[src/ult_pkg.sv]
package ult_pkg;

   // Register offsets and reset values
   localparam logic [7:0] ULT_MISC_OFS = 8'h22;
   localparam logic [7:0] ULT_STAT_OFS = 8'h24;
   localparam logic [7:0] ULT_MISC_RST = 8'h04;
   localparam logic [7:0] ULT_STAT_RST = 8'h01;

   // Control register field positions
   localparam int ULT_TERM_BIT = 7;
   localparam int ULT_LP_IVL_HI = 6;
   localparam int ULT_LP_IVL_LO = 5;
   localparam int ULT_LP_OFF_BIT = 4;
   localparam int ULT_DN_IVL_HI = 3;
   localparam int ULT_DN_IVL_LO = 2;
   localparam int ULT_WARM_SKIP_BIT = 1;
   localparam int ULT_COMPL_OFF_BIT = 0;

   // Status register field positions
   localparam int ULT_LONG_BIT = 7;
   localparam int ULT_CM_BIT = 3;
   localparam int ULT_U0_BIT = 2;
   localparam int ULT_LPS_BIT = 1;
   localparam int ULT_DISC_BIT = 0;

   // Clock and millisecond prescale
   localparam int ULT_CLK_PERIOD_PS = 4000;
   localparam int ULT_MS_PS = 1000000000;
   localparam int ULT_CYC_PER_MS = ULT_MS_PS / ULT_CLK_PERIOD_PS;

   // Detection intervals in milliseconds
   localparam logic [7:0] ULT_LP_MS0 = 8'h30;
   localparam logic [7:0] ULT_LP_MS1 = 8'h54;
   localparam logic [7:0] ULT_LP_MS2 = 8'h78;
   localparam logic [7:0] ULT_LP_MS3 = 8'h9C;
   localparam logic [7:0] ULT_DN_MS0 = 8'h04;
   localparam logic [7:0] ULT_DN_MS1 = 8'h06;
   localparam logic [7:0] ULT_DN_MS2 = 8'h24;
   localparam logic [7:0] ULT_DN_MS3 = 8'h54;

   // Link state reported by the link state machine
   typedef enum logic [2:0] {
      ULT_LS_DISC = 3'b000,
      ULT_LS_RXDET = 3'b001,
      ULT_LS_POLL = 3'b010,
      ULT_LS_U0 = 3'b011,
      ULT_LS_U2 = 3'b100,
      ULT_LS_U3 = 3'b101,
      ULT_LS_COMPL = 3'b110,
      ULT_LS_INACT = 3'b111
   } ult_link_e;

   // Detection scheduler
   typedef enum logic [0:0] {
      ULT_DS_IDLE = 1'b0,
      ULT_DS_BUSY = 1'b1
   } ult_det_e;

   function automatic logic [7:0] ult_lp_ms(input logic [1:0] code);
      case (code)
         2'h0: ult_lp_ms = ULT_LP_MS0;
         2'h1: ult_lp_ms = ULT_LP_MS1;
         2'h2: ult_lp_ms = ULT_LP_MS2;
         default: ult_lp_ms = ULT_LP_MS3;
      endcase
   endfunction

   function automatic logic [7:0] ult_dn_ms(input logic [1:0] code);
      case (code)
         2'h0: ult_dn_ms = ULT_DN_MS0;
         2'h1: ult_dn_ms = ULT_DN_MS1;
         2'h2: ult_dn_ms = ULT_DN_MS2;
         default: ult_dn_ms = ULT_DN_MS3;
      endcase
   endfunction

endpackage

[src/ult_tick_if.sv]
`timescale 1ns/1ps
`default_nettype none
// Shared millisecond time base between prescaler and timers
interface ult_tick_if;
   logic ms_tick;
   modport src (output ms_tick);
   modport snk (input ms_tick);
endinterface
`default_nettype wire

[src/ult_ms_tick.sv]
`timescale 1ns/1ps
`default_nettype none
module ult_ms_tick
   import ult_pkg::*;
#(
   parameter int unsigned CYC_PER_MS = ULT_CYC_PER_MS
) (
   input wire logic sys_clk,
   input wire logic rst,
   input wire logic ce,
   ult_tick_if.src tick
);
   logic [17:0] cnt_r;
   logic [17:0] cnt_nxt;
   logic tick_r;
   logic tick_nxt;

   // Free-running prescaler, one pulse per millisecond
   always_comb begin
      cnt_nxt = cnt_r;
      tick_nxt = ce ? 1'b0 : tick_r; // A pending tick survives a freeze
      if (ce) begin
         if (cnt_r >= 18'(CYC_PER_MS - 1)) begin
            cnt_nxt = '0;
            tick_nxt = 1'b1;
         end else begin
            cnt_nxt = cnt_r + 18'h00001;
         end
      end
   end

   always_ff @(posedge sys_clk) begin
      if (rst) begin
         cnt_r <= '0;
         tick_r <= 1'b0;
      end else begin
         cnt_r <= cnt_nxt;
         tick_r <= tick_nxt;
      end
   end

   assign tick.ms_tick = tick_r;

   AST_TICK_SPACING: assert property (@(posedge sys_clk) disable iff (rst)
      (ce && tick_r) |=> !tick_r) else $error("millisecond tick lasted two cycles");
endmodule
`default_nettype wire

[src/ult_detect_timer.sv]
`timescale 1ns/1ps
`default_nettype none
module ult_detect_timer (
   input wire logic sys_clk,
   input wire logic rst,
   input wire logic ce,
   input wire logic run,
   input wire logic [7:0] period_ms,
   ult_tick_if.snk tick,
   output logic fire
);
   logic [7:0] cnt_r;
   logic [7:0] cnt_nxt;
   logic fire_r;
   logic fire_nxt;

   // Counts whole milliseconds while running; restarts on every stop
   always_comb begin
      cnt_nxt = cnt_r;
      fire_nxt = ce ? 1'b0 : fire_r; // Held while frozen so no expiry is lost
      if (ce) begin
         if (!run) begin
            cnt_nxt = '0;
         end else if (tick.ms_tick) begin
            if (cnt_r >= period_ms - 8'h01) begin
               cnt_nxt = '0;
               fire_nxt = 1'b1;
            end else begin
               cnt_nxt = cnt_r + 8'h01;
            end
         end
      end
   end

   always_ff @(posedge sys_clk) begin
      if (rst) begin
         cnt_r <= '0;
         fire_r <= 1'b0;
      end else begin
         cnt_r <= cnt_nxt;
         fire_r <= fire_nxt;
      end
   end

   assign fire = fire_r;

   // A full interval always ends in a fire
   AST_TMR_PERIOD: assert property (@(posedge sys_clk) disable iff (rst)
      (ce && run && tick.ms_tick && cnt_r == period_ms - 8'h01) |=> fire && cnt_r == 8'h00)
      else $error("interval timer missed its period");
   AST_TMR_STOP: assert property (@(posedge sys_clk) disable iff (rst)
      (ce && !run) |=> !fire) else $error("interval timer fired while stopped");
endmodule
`default_nettype wire

[src/ult_link_track.sv]
// Behaviour
// - Detection after warm reset or inactive entry: bit 0 keeps, 1 drops termination.
// - In U2/U3, repeat detection every 48, 84, 120 or 156 ms by code.
// - Low-power detect disable bit 1 skips detection in U2/U3.
// - Skip bit set and polling seen during warm reset: no detection follows.
// - Compliance off bit 1 disables compliance detection; 0 leaves it to FSM.
// - Fast adaptive EQ: flag 0 short, 1 long; adaptive EQ off reads 0.
// - Compliance flag reads 1 while channel is in compliance mode and compliance off bit is 0.
// - Active flag set when channel enters U0.
// - Low-power flag set when channel enters U2 or U3.
// - Disconnect flag set on entering disconnect; reads 1 after reset.
// - Fast mode means adaptive EQ on and mode select low bit 0.
`timescale 1ns/1ps
`default_nettype none
module ult_link_track
   import ult_pkg::*;
#(
   parameter int unsigned CYC_PER_MS = ULT_CYC_PER_MS
) (
   input wire logic sys_clk,
   input wire logic rst,
   input wire logic ce,
   input wire logic [7:0] reg_addr,
   input wire logic reg_wr,
   input wire logic reg_rd,
   input wire logic [7:0] reg_wdata,
   output logic [7:0] reg_rdata,
   input wire logic [2:0] link_state,
   input wire logic warm_reset_end,
   input wire logic polling_in_warm_reset,
   input wire logic adaptive_eq_on,
   input wire logic [1:0] adaptive_eq_select,
   input wire logic long_channel_in,
   input wire logic rxdet_done,
   output logic rxdet_start,
   output logic term_release,
   output logic compliance_allow
);
   ult_link_e ls;
   ult_link_e ls_prev_r;
   ult_det_e det_r;
   ult_det_e det_nxt;
   logic [7:0] misc_r;
   logic [7:0] misc_nxt;
   logic [7:0] rdata_r;
   logic [7:0] rdata_nxt;
   logic long_r;
   logic long_nxt;
   logic cm_r;
   logic cm_nxt;
   logic u0_r;
   logic u0_nxt;
   logic lps_r;
   logic lps_nxt;
   logic disc_r;
   logic disc_nxt;
   logic start_r;
   logic start_nxt;
   logic term_r;
   logic term_nxt;
   logic in_low_power;
   logic in_idle_link;
   logic lp_run;
   logic dn_run;
   logic lp_fire;
   logic dn_fire;
   logic inact_entry;
   logic warm_skip;
   logic edge_trig;
   logic fast_eq;
   logic [7:0] status;

   assign ls = ult_link_e'(link_state);

   // Shared millisecond base; one prescaler serves both timers
   ult_tick_if tick_bus ();

   ult_ms_tick #(
      .CYC_PER_MS(CYC_PER_MS)
   ) u_ms_tick (
      .sys_clk(sys_clk),
      .rst(rst),
      .ce(ce),
      .tick(tick_bus.src)
   );

   // Link state decode
   assign in_low_power = (ls == ULT_LS_U2) || (ls == ULT_LS_U3);
   assign in_idle_link = (ls == ULT_LS_DISC) || (ls == ULT_LS_RXDET);
   assign lp_run = in_low_power && !misc_r[ULT_LP_OFF_BIT] && (det_r == ULT_DS_IDLE);
   assign dn_run = in_idle_link && (det_r == ULT_DS_IDLE);
   assign inact_entry = (ls == ULT_LS_INACT) && (ls_prev_r != ULT_LS_INACT);
   assign warm_skip = misc_r[ULT_WARM_SKIP_BIT] && polling_in_warm_reset;
   assign edge_trig = (warm_reset_end && !warm_skip) || inact_entry;
   assign fast_eq = adaptive_eq_on && !adaptive_eq_select[0];

   // Low-power interval timer
   ult_detect_timer u_lp_timer (
      .sys_clk(sys_clk),
      .rst(rst),
      .ce(ce),
      .run(lp_run),
      .period_ms(ult_lp_ms(misc_r[ULT_LP_IVL_HI:ULT_LP_IVL_LO])),
      .tick(tick_bus.snk),
      .fire(lp_fire)
   );

   // General downstream interval timer
   ult_detect_timer u_dn_timer (
      .sys_clk(sys_clk),
      .rst(rst),
      .ce(ce),
      .run(dn_run),
      .period_ms(ult_dn_ms(misc_r[ULT_DN_IVL_HI:ULT_DN_IVL_LO])),
      .tick(tick_bus.snk),
      .fire(dn_fire)
   );

   // Detection scheduler; edge triggers outrank periodic ones
   always_comb begin
      det_nxt = det_r;
      start_nxt = ce ? 1'b0 : start_r; // A frozen pulse stays put
      term_nxt = term_r;
      case (det_r)
         ULT_DS_IDLE: begin
            if (ce && edge_trig) begin
               det_nxt = ULT_DS_BUSY;
               start_nxt = 1'b1;
               term_nxt = misc_r[ULT_TERM_BIT];
            end else if (ce && (lp_fire || dn_fire)) begin
               det_nxt = ULT_DS_BUSY;
               start_nxt = 1'b1;
               term_nxt = 1'b0;
            end
         end
         ULT_DS_BUSY: begin
            if (ce && rxdet_done) begin
               det_nxt = ULT_DS_IDLE;
               term_nxt = 1'b0;
            end
         end
         default: begin
            det_nxt = ULT_DS_IDLE;
            term_nxt = 1'b0;
         end
      endcase
   end

   always_ff @(posedge sys_clk) begin
      if (rst) begin
         det_r <= ULT_DS_IDLE;
         start_r <= 1'b0;
         term_r <= 1'b0;
         ls_prev_r <= ULT_LS_DISC;
      end else begin
         det_r <= det_nxt;
         start_r <= start_nxt;
         term_r <= term_nxt;
         if (ce) begin
            ls_prev_r <= ls;
         end
      end
   end

   // Status flags follow the link machine and EQ inputs; bus writes reach only the compliance flag, via the compliance off bit
   always_comb begin
      long_nxt = long_r;
      cm_nxt = cm_r;
      u0_nxt = u0_r;
      lps_nxt = lps_r;
      disc_nxt = disc_r;
      if (ce) begin
         long_nxt = fast_eq ? long_channel_in : 1'b0;
         cm_nxt = (ls == ULT_LS_COMPL) && !misc_r[ULT_COMPL_OFF_BIT];
         u0_nxt = (ls == ULT_LS_U0);
         lps_nxt = in_low_power;
         disc_nxt = (ls == ULT_LS_DISC);
      end
   end

   always_ff @(posedge sys_clk) begin
      if (rst) begin
         long_r <= ULT_STAT_RST[ULT_LONG_BIT];
         cm_r <= ULT_STAT_RST[ULT_CM_BIT];
         u0_r <= ULT_STAT_RST[ULT_U0_BIT];
         lps_r <= ULT_STAT_RST[ULT_LPS_BIT];
         disc_r <= ULT_STAT_RST[ULT_DISC_BIT];
      end else begin
         long_r <= long_nxt;
         cm_r <= cm_nxt;
         u0_r <= u0_nxt;
         lps_r <= lps_nxt;
         disc_r <= disc_nxt;
      end
   end

   // Status image; reserved bits read zero
   always_comb begin
      status = 8'h00;
      status[ULT_LONG_BIT] = long_r;
      status[ULT_CM_BIT] = cm_r;
      status[ULT_U0_BIT] = u0_r;
      status[ULT_LPS_BIT] = lps_r;
      status[ULT_DISC_BIT] = disc_r;
   end

   // Register port; status offset is read-only so writes there drop
   always_comb begin
      misc_nxt = misc_r;
      rdata_nxt = rdata_r;
      if (ce && reg_wr && reg_addr == ULT_MISC_OFS) begin
         misc_nxt = reg_wdata;
      end
      if (ce && reg_rd) begin
         case (reg_addr)
            ULT_MISC_OFS: rdata_nxt = misc_r;
            ULT_STAT_OFS: rdata_nxt = status;
            default: rdata_nxt = 8'h00;
         endcase
      end
   end

   always_ff @(posedge sys_clk) begin
      if (rst) begin
         misc_r <= ULT_MISC_RST;
         rdata_r <= 8'h00;
      end else begin
         misc_r <= misc_nxt;
         rdata_r <= rdata_nxt;
      end
   end

   assign reg_rdata = rdata_r;
   assign rxdet_start = start_r;
   assign term_release = term_r;
   assign compliance_allow = !misc_r[ULT_COMPL_OFF_BIT];

   // Checks
   AST_TERM_SETTING: assert property (@(posedge sys_clk) disable iff (rst)
      (ce && det_r == ULT_DS_IDLE && edge_trig) |=>
         rxdet_start && term_release == $past(misc_r[ULT_TERM_BIT]))
      else $error("termination not set per control bit on edge detection");
   AST_DONE_RELEASE: assert property (@(posedge sys_clk) disable iff (rst)
      (ce && det_r == ULT_DS_BUSY && rxdet_done) |=> !term_release && det_r == ULT_DS_IDLE)
      else $error("termination not restored after detection");
   AST_LP_PERIOD: assert property (@(posedge sys_clk) disable iff (rst)
      (ce && lp_fire && det_r == ULT_DS_IDLE && !edge_trig) |=> rxdet_start && !term_release)
      else $error("low-power interval expiry did not start detection");
   // A fire needs a running timer one cycle earlier, hence the past term
   AST_LP_OFF: assert property (@(posedge sys_clk) disable iff (rst)
      (misc_r[ULT_LP_OFF_BIT] && in_low_power
         && $past(misc_r[ULT_LP_OFF_BIT] && in_low_power)) |-> !lp_fire)
      else $error("low-power detection ran while disabled");
   AST_DN_RESET: assert property (@(posedge sys_clk)
      rst |=> misc_r[ULT_DN_IVL_HI:ULT_DN_IVL_LO] == 2'h1 && disc_r)
      else $error("control or disconnect flag wrong after reset");
   AST_DN_PERIOD: assert property (@(posedge sys_clk) disable iff (rst)
      (ce && dn_fire && det_r == ULT_DS_IDLE && !edge_trig) |=> rxdet_start && !term_release)
      else $error("general interval expiry did not start detection");
   AST_START_PULSE: assert property (@(posedge sys_clk) disable iff (rst)
      (ce && rxdet_start) |=> !rxdet_start)
      else $error("detection start lasted two cycles");
   AST_WARM_SKIP: assert property (@(posedge sys_clk) disable iff (rst)
      (ce && det_r == ULT_DS_IDLE && warm_reset_end && warm_skip && !inact_entry && !lp_fire
         && !dn_fire) |=> !rxdet_start)
      else $error("detection ran after skipped warm reset");
   // Output follows the bit at once, the flag one cycle later
   AST_COMPL_OFF: assert property (@(posedge sys_clk) disable iff (rst)
      (ce && misc_r[ULT_COMPL_OFF_BIT]) |-> !compliance_allow ##1 !cm_r)
      else $error("compliance seen while disabled");
   AST_LONG_FLAG: assert property (@(posedge sys_clk) disable iff (rst)
      ce |=> long_r == ($past(fast_eq) && $past(long_channel_in)))
      else $error("long channel flag wrong");
   AST_EQ_OFF: assert property (@(posedge sys_clk) disable iff (rst)
      (ce && !adaptive_eq_on) |=> !long_r)
      else $error("long channel flag set with adaptive EQ off");
   AST_FAST_MODE: assert property (@(posedge sys_clk) disable iff (rst)
      (ce && adaptive_eq_select[0]) |=> !long_r)
      else $error("long flag set outside fast mode");
   AST_CM_FLAG: assert property (@(posedge sys_clk) disable iff (rst)
      (ce && ls == ULT_LS_COMPL && !misc_r[ULT_COMPL_OFF_BIT]) |=> cm_r)
      else $error("compliance flag missing");
   AST_U0_FLAG: assert property (@(posedge sys_clk) disable iff (rst)
      (ce && ls == ULT_LS_U0) |=> u0_r && !lps_r && !disc_r)
      else $error("active flag missing");
   AST_LPS_FLAG: assert property (@(posedge sys_clk) disable iff (rst)
      (ce && in_low_power) |=> lps_r && !u0_r)
      else $error("low-power flag missing");
   AST_DISC_FLAG: assert property (@(posedge sys_clk) disable iff (rst)
      (ce && ls == ULT_LS_DISC) |=> disc_r)
      else $error("disconnect flag missing");
   // A write to the status offset leaves the flags on the link state alone
   AST_STAT_RO: assert property (@(posedge sys_clk) disable iff (rst)
      (ce && reg_wr && reg_addr == ULT_STAT_OFS) |=>
         u0_r == $past(ls == ULT_LS_U0) && lps_r == $past(in_low_power)
         && disc_r == $past(ls == ULT_LS_DISC))
      else $error("status changed by a write");
   AST_FREEZE: assert property (@(posedge sys_clk) disable iff (rst)
      !ce |=> $stable(misc_r) && $stable(det_r) && $stable(status) && $stable(rxdet_start)
         && $stable(reg_rdata))
      else $error("state moved while clock enable low");

   COV_LP_DETECT: cover property (@(posedge sys_clk) disable iff (rst)
      lp_fire ##1 rxdet_start);
   COV_WARM_TERM: cover property (@(posedge sys_clk) disable iff (rst)
      warm_reset_end ##1 term_release);
   COV_LONG: cover property (@(posedge sys_clk) disable iff (rst) long_r);
   COV_DN_DETECT: cover property (@(posedge sys_clk) disable iff (rst)
      dn_fire ##1 rxdet_start);
endmodule
`default_nettype wire

[config.mk]
export PLATFORM = sky130hd
export DESIGN_NAME = ult_link_track
export DESIGN_NICKNAME = d
export VERILOG_FILES = /design/src/ult_pkg.sv /design/src/ult_tick_if.sv /design/src/ult_ms_tick.sv /design/src/ult_detect_timer.sv /design/src/ult_link_track.sv
export SDC_FILE = /design/constraint.sdc
export NUM_CORES = 1
export LEC_CHECK = 0
export BUFFER_PORTS_ARGS = -buffer_cell sky130_fd_sc_hd__buf_2
export CAP_MARGIN = 20
export CORE_ASPECT_RATIO = 0.5
export CORE_MARGIN = 1
export CORE_UTILIZATION = 55
export DETAILED_ROUTE_END_ITERATION = 16
export HOLD_SLACK_MARGIN = 0.08
export PLACE_DENSITY = 0.77
export SLEW_MARGIN = 20
export SYNTH_ARGS = -nofsm -noshare
export SYNTH_HDL_FRONTEND = slang
export SYNTH_SLANG_ARGS = --single-unit
[constraint.sdc]
create_clock -name sys_clk -period 3 [get_ports sys_clk]
set_input_delay 0.3 -clock sys_clk [delete_from_list [all_inputs] [get_ports sys_clk]]
set_output_delay 0.3 -clock sys_clk [all_outputs]
set_load 0.01 [all_outputs]
==> parameters.txt <==
Parameter                              Value

Power and ir drop
  Static Leak ... 1.45 nW
  Power per cell area ... 549 nW/um2
  Worst VDD drop ... 0.000381 V
  Post-layout power ... 2.00 mW

Synthesis
  Fraction of registers with async set/reset ... 0
  Area share of the largest cell type after synthesis ... 0.413
  Mean instance size in the synthesized netlist ... 8.64 um2
  Number of distinct library cell variants in the gate-level netlist after synthesis ... 47
  Top FF cell, synth ... dfxtp_1
  Netlist area before placement ... 3100 um2
  Synthesis Warnings ... 0
  Most numerous cell in the Yosys netlist ... dfxtp_1
  Syn nets ... 409
  Sequential fraction of the synthesis area ... 0.413
  Most area-hungry cell type in the Yosys netlist ... dfxtp_1
  Count of flip-flops with a built-in enable after synthesis ... 0
  Syn Inst Count ... 359
  Commonest cells post-synth ... dfxtp_1 (64), nor2_1 (56), nand2_1 (28)
  Top area cells in the synthesized netlist ... dfxtp_1 (41%), ha_1 (7.7%), nor2_1 (6.8%)
  Flip-flop and latch count after synthesis ... 64

Worst setup path
  Worst setup path start ... misc_r[5]
  Worst path required time ... 3.19 ns
  Largest fanout on the critical path ... 7
  Origin of the critical flop-to-flop path ... misc_r[5]
  Number of buffers and inverters on the critical path ... 2
  Endpoint of the worst register-to-register path ... u_lp_timer.cnt_r[1]
  Data arrival time at the worst-slack endpoint ... 2.58 ns
  Max stage delay cell, worst path ... dfxtp_1
  Critical path cell sequence ... inv_1 -> ha_1 -> inv_1 -> ha_1 -> nand4_1 -> a21oi_1 -> nor2_1 -> o21ai_1 -> nor2_1
  Cell class contributing the biggest share of worst-path delay ... adder cells
  Depth of the worst register-to-register path ... 9
  Setup Crit Path Kind ... reg2reg
  Critical Path End ... u_lp_timer.cnt_r[1]
  Reg-to-reg setup timing slack ... 0.61 ns
  Number of gates on the worst path with buffers counted ... 9
  Slowest stage delay, CP ... 0.44 ns
  Critical Path Sink Type ... flop
  Nature of the critical path startpoint ... flop

Layout
  Number of nets in the layout ... 448
  Area growth from synthesis to final layout ... 17.4%
  Number of diodes ... 0
  Fraction of final layout cells sized beyond drive strength 1 ... 0.161

Clock tree
  Number of levels the H-tree was split into ... 3
  Latest clock arrival within the worst-skew pair ... 0.33 ns
  Post-CTS Repair Setup Buffers ... 0
  CTS Sinks ... 64
  TritonCTS clock tree ... built
  Number of buffers on the longest clock path ... 2
  Post-cts resize count ... 0
  Number of buffers created by CTS ... 9
  Clock-pin slew reported for the worst setup and hold paths after clock tree synthesis ... 0.05 ns
  Cts hold-fix bufs ... 0
  Clock Root Buffer ... clkbuf_16

Die
  Die ar. ... 5960 um2
  Area of the core ... 5180 um2
  Initial core utilization ... 0.599
  Chip width ... 108 um
  Top-level I/O count ... 42
  # rows ... 18
  Vert. Die Dim ... 55.1 um

Placement
  Count of buffers inserted at the top-level ports ... 40
  Routability congestion estimate from global placement ... 0.809
  Dpl hpwl ... 4730 um

Global route
  Maximum number of pins on one net before global-route repair ... 37
  All-layer global routing usage ... 0.238
  Number of antenna violations at the first check in global routing ... 0
  Global-route wire length before repair ... 10,600 um
  Vias in the first global route ... 2,470
  Overflow left after global routing ... 0

Timing
  # setup viols final ... 0
  Share of the cycle needed by the critical path after routing ... 0.795
  Highest Clock Rate ... 419 MHz
  Worst slew pin tran ... 0.729 ns
  Final setup skew ... 0.00608 ns
  Post-layout minimum cycle time ... 2.39 ns
  Max-slew violations ... 0
  RSZ-0062 raised after global routing ... false
  Number of failing hold endpoints at the final stage ... 0
  Setup TNS ... 0 ns
  Worst slew margin relative to its limit ... 0.511

Run
  Max Cap Violations ... 0

Run status
  Outcome ... complete, no violations

Routing
  Vias per cell ... 5.62
  Iter 0 DRT Violations ... 163
  # DRC ... 0
  Routed via count ... 2,657
  Number of nets with antenna violations after detailed routing ... 0
  Mean routed wirelength per cell ... 14.0 um
  Sum of routed wire length over all layers ... 6640 um
  1st-pass router iterations ... 4

Min path
  Path class of the lowest-slack min-delay path ... in2reg
per-layer routing:
| metal | up-vias | wire, um | global-route usage |
|---|---|---|---|
| met1 | 1241 | 3150 | 0.276 |
| met5 | - | 0 | 0 |
| met3 | 16 | 315 | 0.0632 |
| li1 | 1334 | - | - |
| met4 | 0 | 117 | 0.126 |
| met2 | 66 | 3060 | 0.418 |
metrics by stage:
stage | worst slack (ns) | instances | hold slack, ns | cell area [um2] | utilization
6_report | 0.614 | 473 | 0.194 | 3640 | 0.703
5_1_grt | 0.390 | 473 | 0.194 | 3640 | 0.703
4_1_cts | 0.632 | 473 | 0.183 | 3640 | 0.703
3_5_place_dp | 0.660 | 457 | 0.449 | 3340 | 0.645
3_3_place_gp | 0.788 | 457 | 0.435 | 3340 | 0.645
2_1_floorplan | 1.03 | 359 | 0.389 | 3100 | -
worst min-delay path by stage:
stage	startpoint	end	depth (start not counted)
6_report	reg_wdata[2]	misc_r[2]	2
3_5_place_dp	term_release	term_release	2
3_3_place_gp	term_release	term_release	2
2_1_floorplan	link_state[1]	disc_r	1
5_1_grt	reg_wdata[2]	misc_r[2]	2
4_1_cts	reg_wdata[2]	misc_r[2]	2
flip-flops by register name, indices dropped and copies added (netlist names), named ones only:
| name | cells |
|---|---|
| u_dn_timer.cnt_r | 8 |
| ls_prev_r | 3 |
| det_r | 1 |
| u_lp_timer.cnt_r | 8 |
| rxdet_start | 1 |
| term_release | 1 |
| disc_r | 1 |
| reg_rdata | 8 |
| u_ms_tick.cnt_r | 18 |
| lps_r | 1 |
| misc_r | 8 |
| long_r | 1 |
| cm_r | 1 |
| u0_r | 1 |
worst reg2reg max path, cell delays in order (launching register included):
cell	delay (ns)
dfxtp_1	0.44
inv_1	0.13
ha_1	0.33
inv_1	0.05
ha_1	0.33
nand4_1	0.14
a21oi_1	0.20
nor2_1	0.11
o21ai_1	0.42
nor2_1	0.11
power breakdown:
part	total, mW	internal (mW)	switching (mW)
sequential	0.871	0.862	0.00838
clock	1.04	0.685	0.353
combinational	0.0927	0.0374	0.0554
area by class of cell:
class	count	area, um2
sequential	64	1280
multi-input combinational	266	1700
clock buffer	13	260
tap	70	87.6
fill	418	1540
inverter	15	56.3
clock inverter	3	40.0
timing repair buffer	42	215
cells in the final DEF (no fill, tap or decap), drive strengths merged, types with 3 or more instances in the layout:
| cell type | count |
|---|---|
| clkbuf | 13 |
| nor2b | 4 |
| nor4 | 3 |
| nor2 | 56 |
| a21oi | 26 |
| xor2 | 15 |
| mux2i | 14 |
| buf | 42 |
| nand4 | 11 |
| ha | 19 |
| nor4b | 5 |
| nand3 | 18 |
| dfxtp | 64 |
| a22oi | 8 |
| xnor2 | 9 |
| nand2 | 29 |
| nor3 | 8 |
| o21ai | 8 |
| inv | 15 |
| and3 | 7 |
logic make-up after synthesis:
kind of cell | Yosys count | share of synthesized area
AND/OR/NAND/NOR | 149 | 0.231
flip-flops | 64 | 0.413
AO/OA/AOI/OAI | 59 | 0.123
buffers and inverters | 29 | 0.0403
XOR/XNOR | 24 | 0.0677
adder cells (fa/ha/maj) | 19 | 0.0766
multiplexers | 15 | 0.0488
No activity file was read; power rests on OpenSTA's default activity.
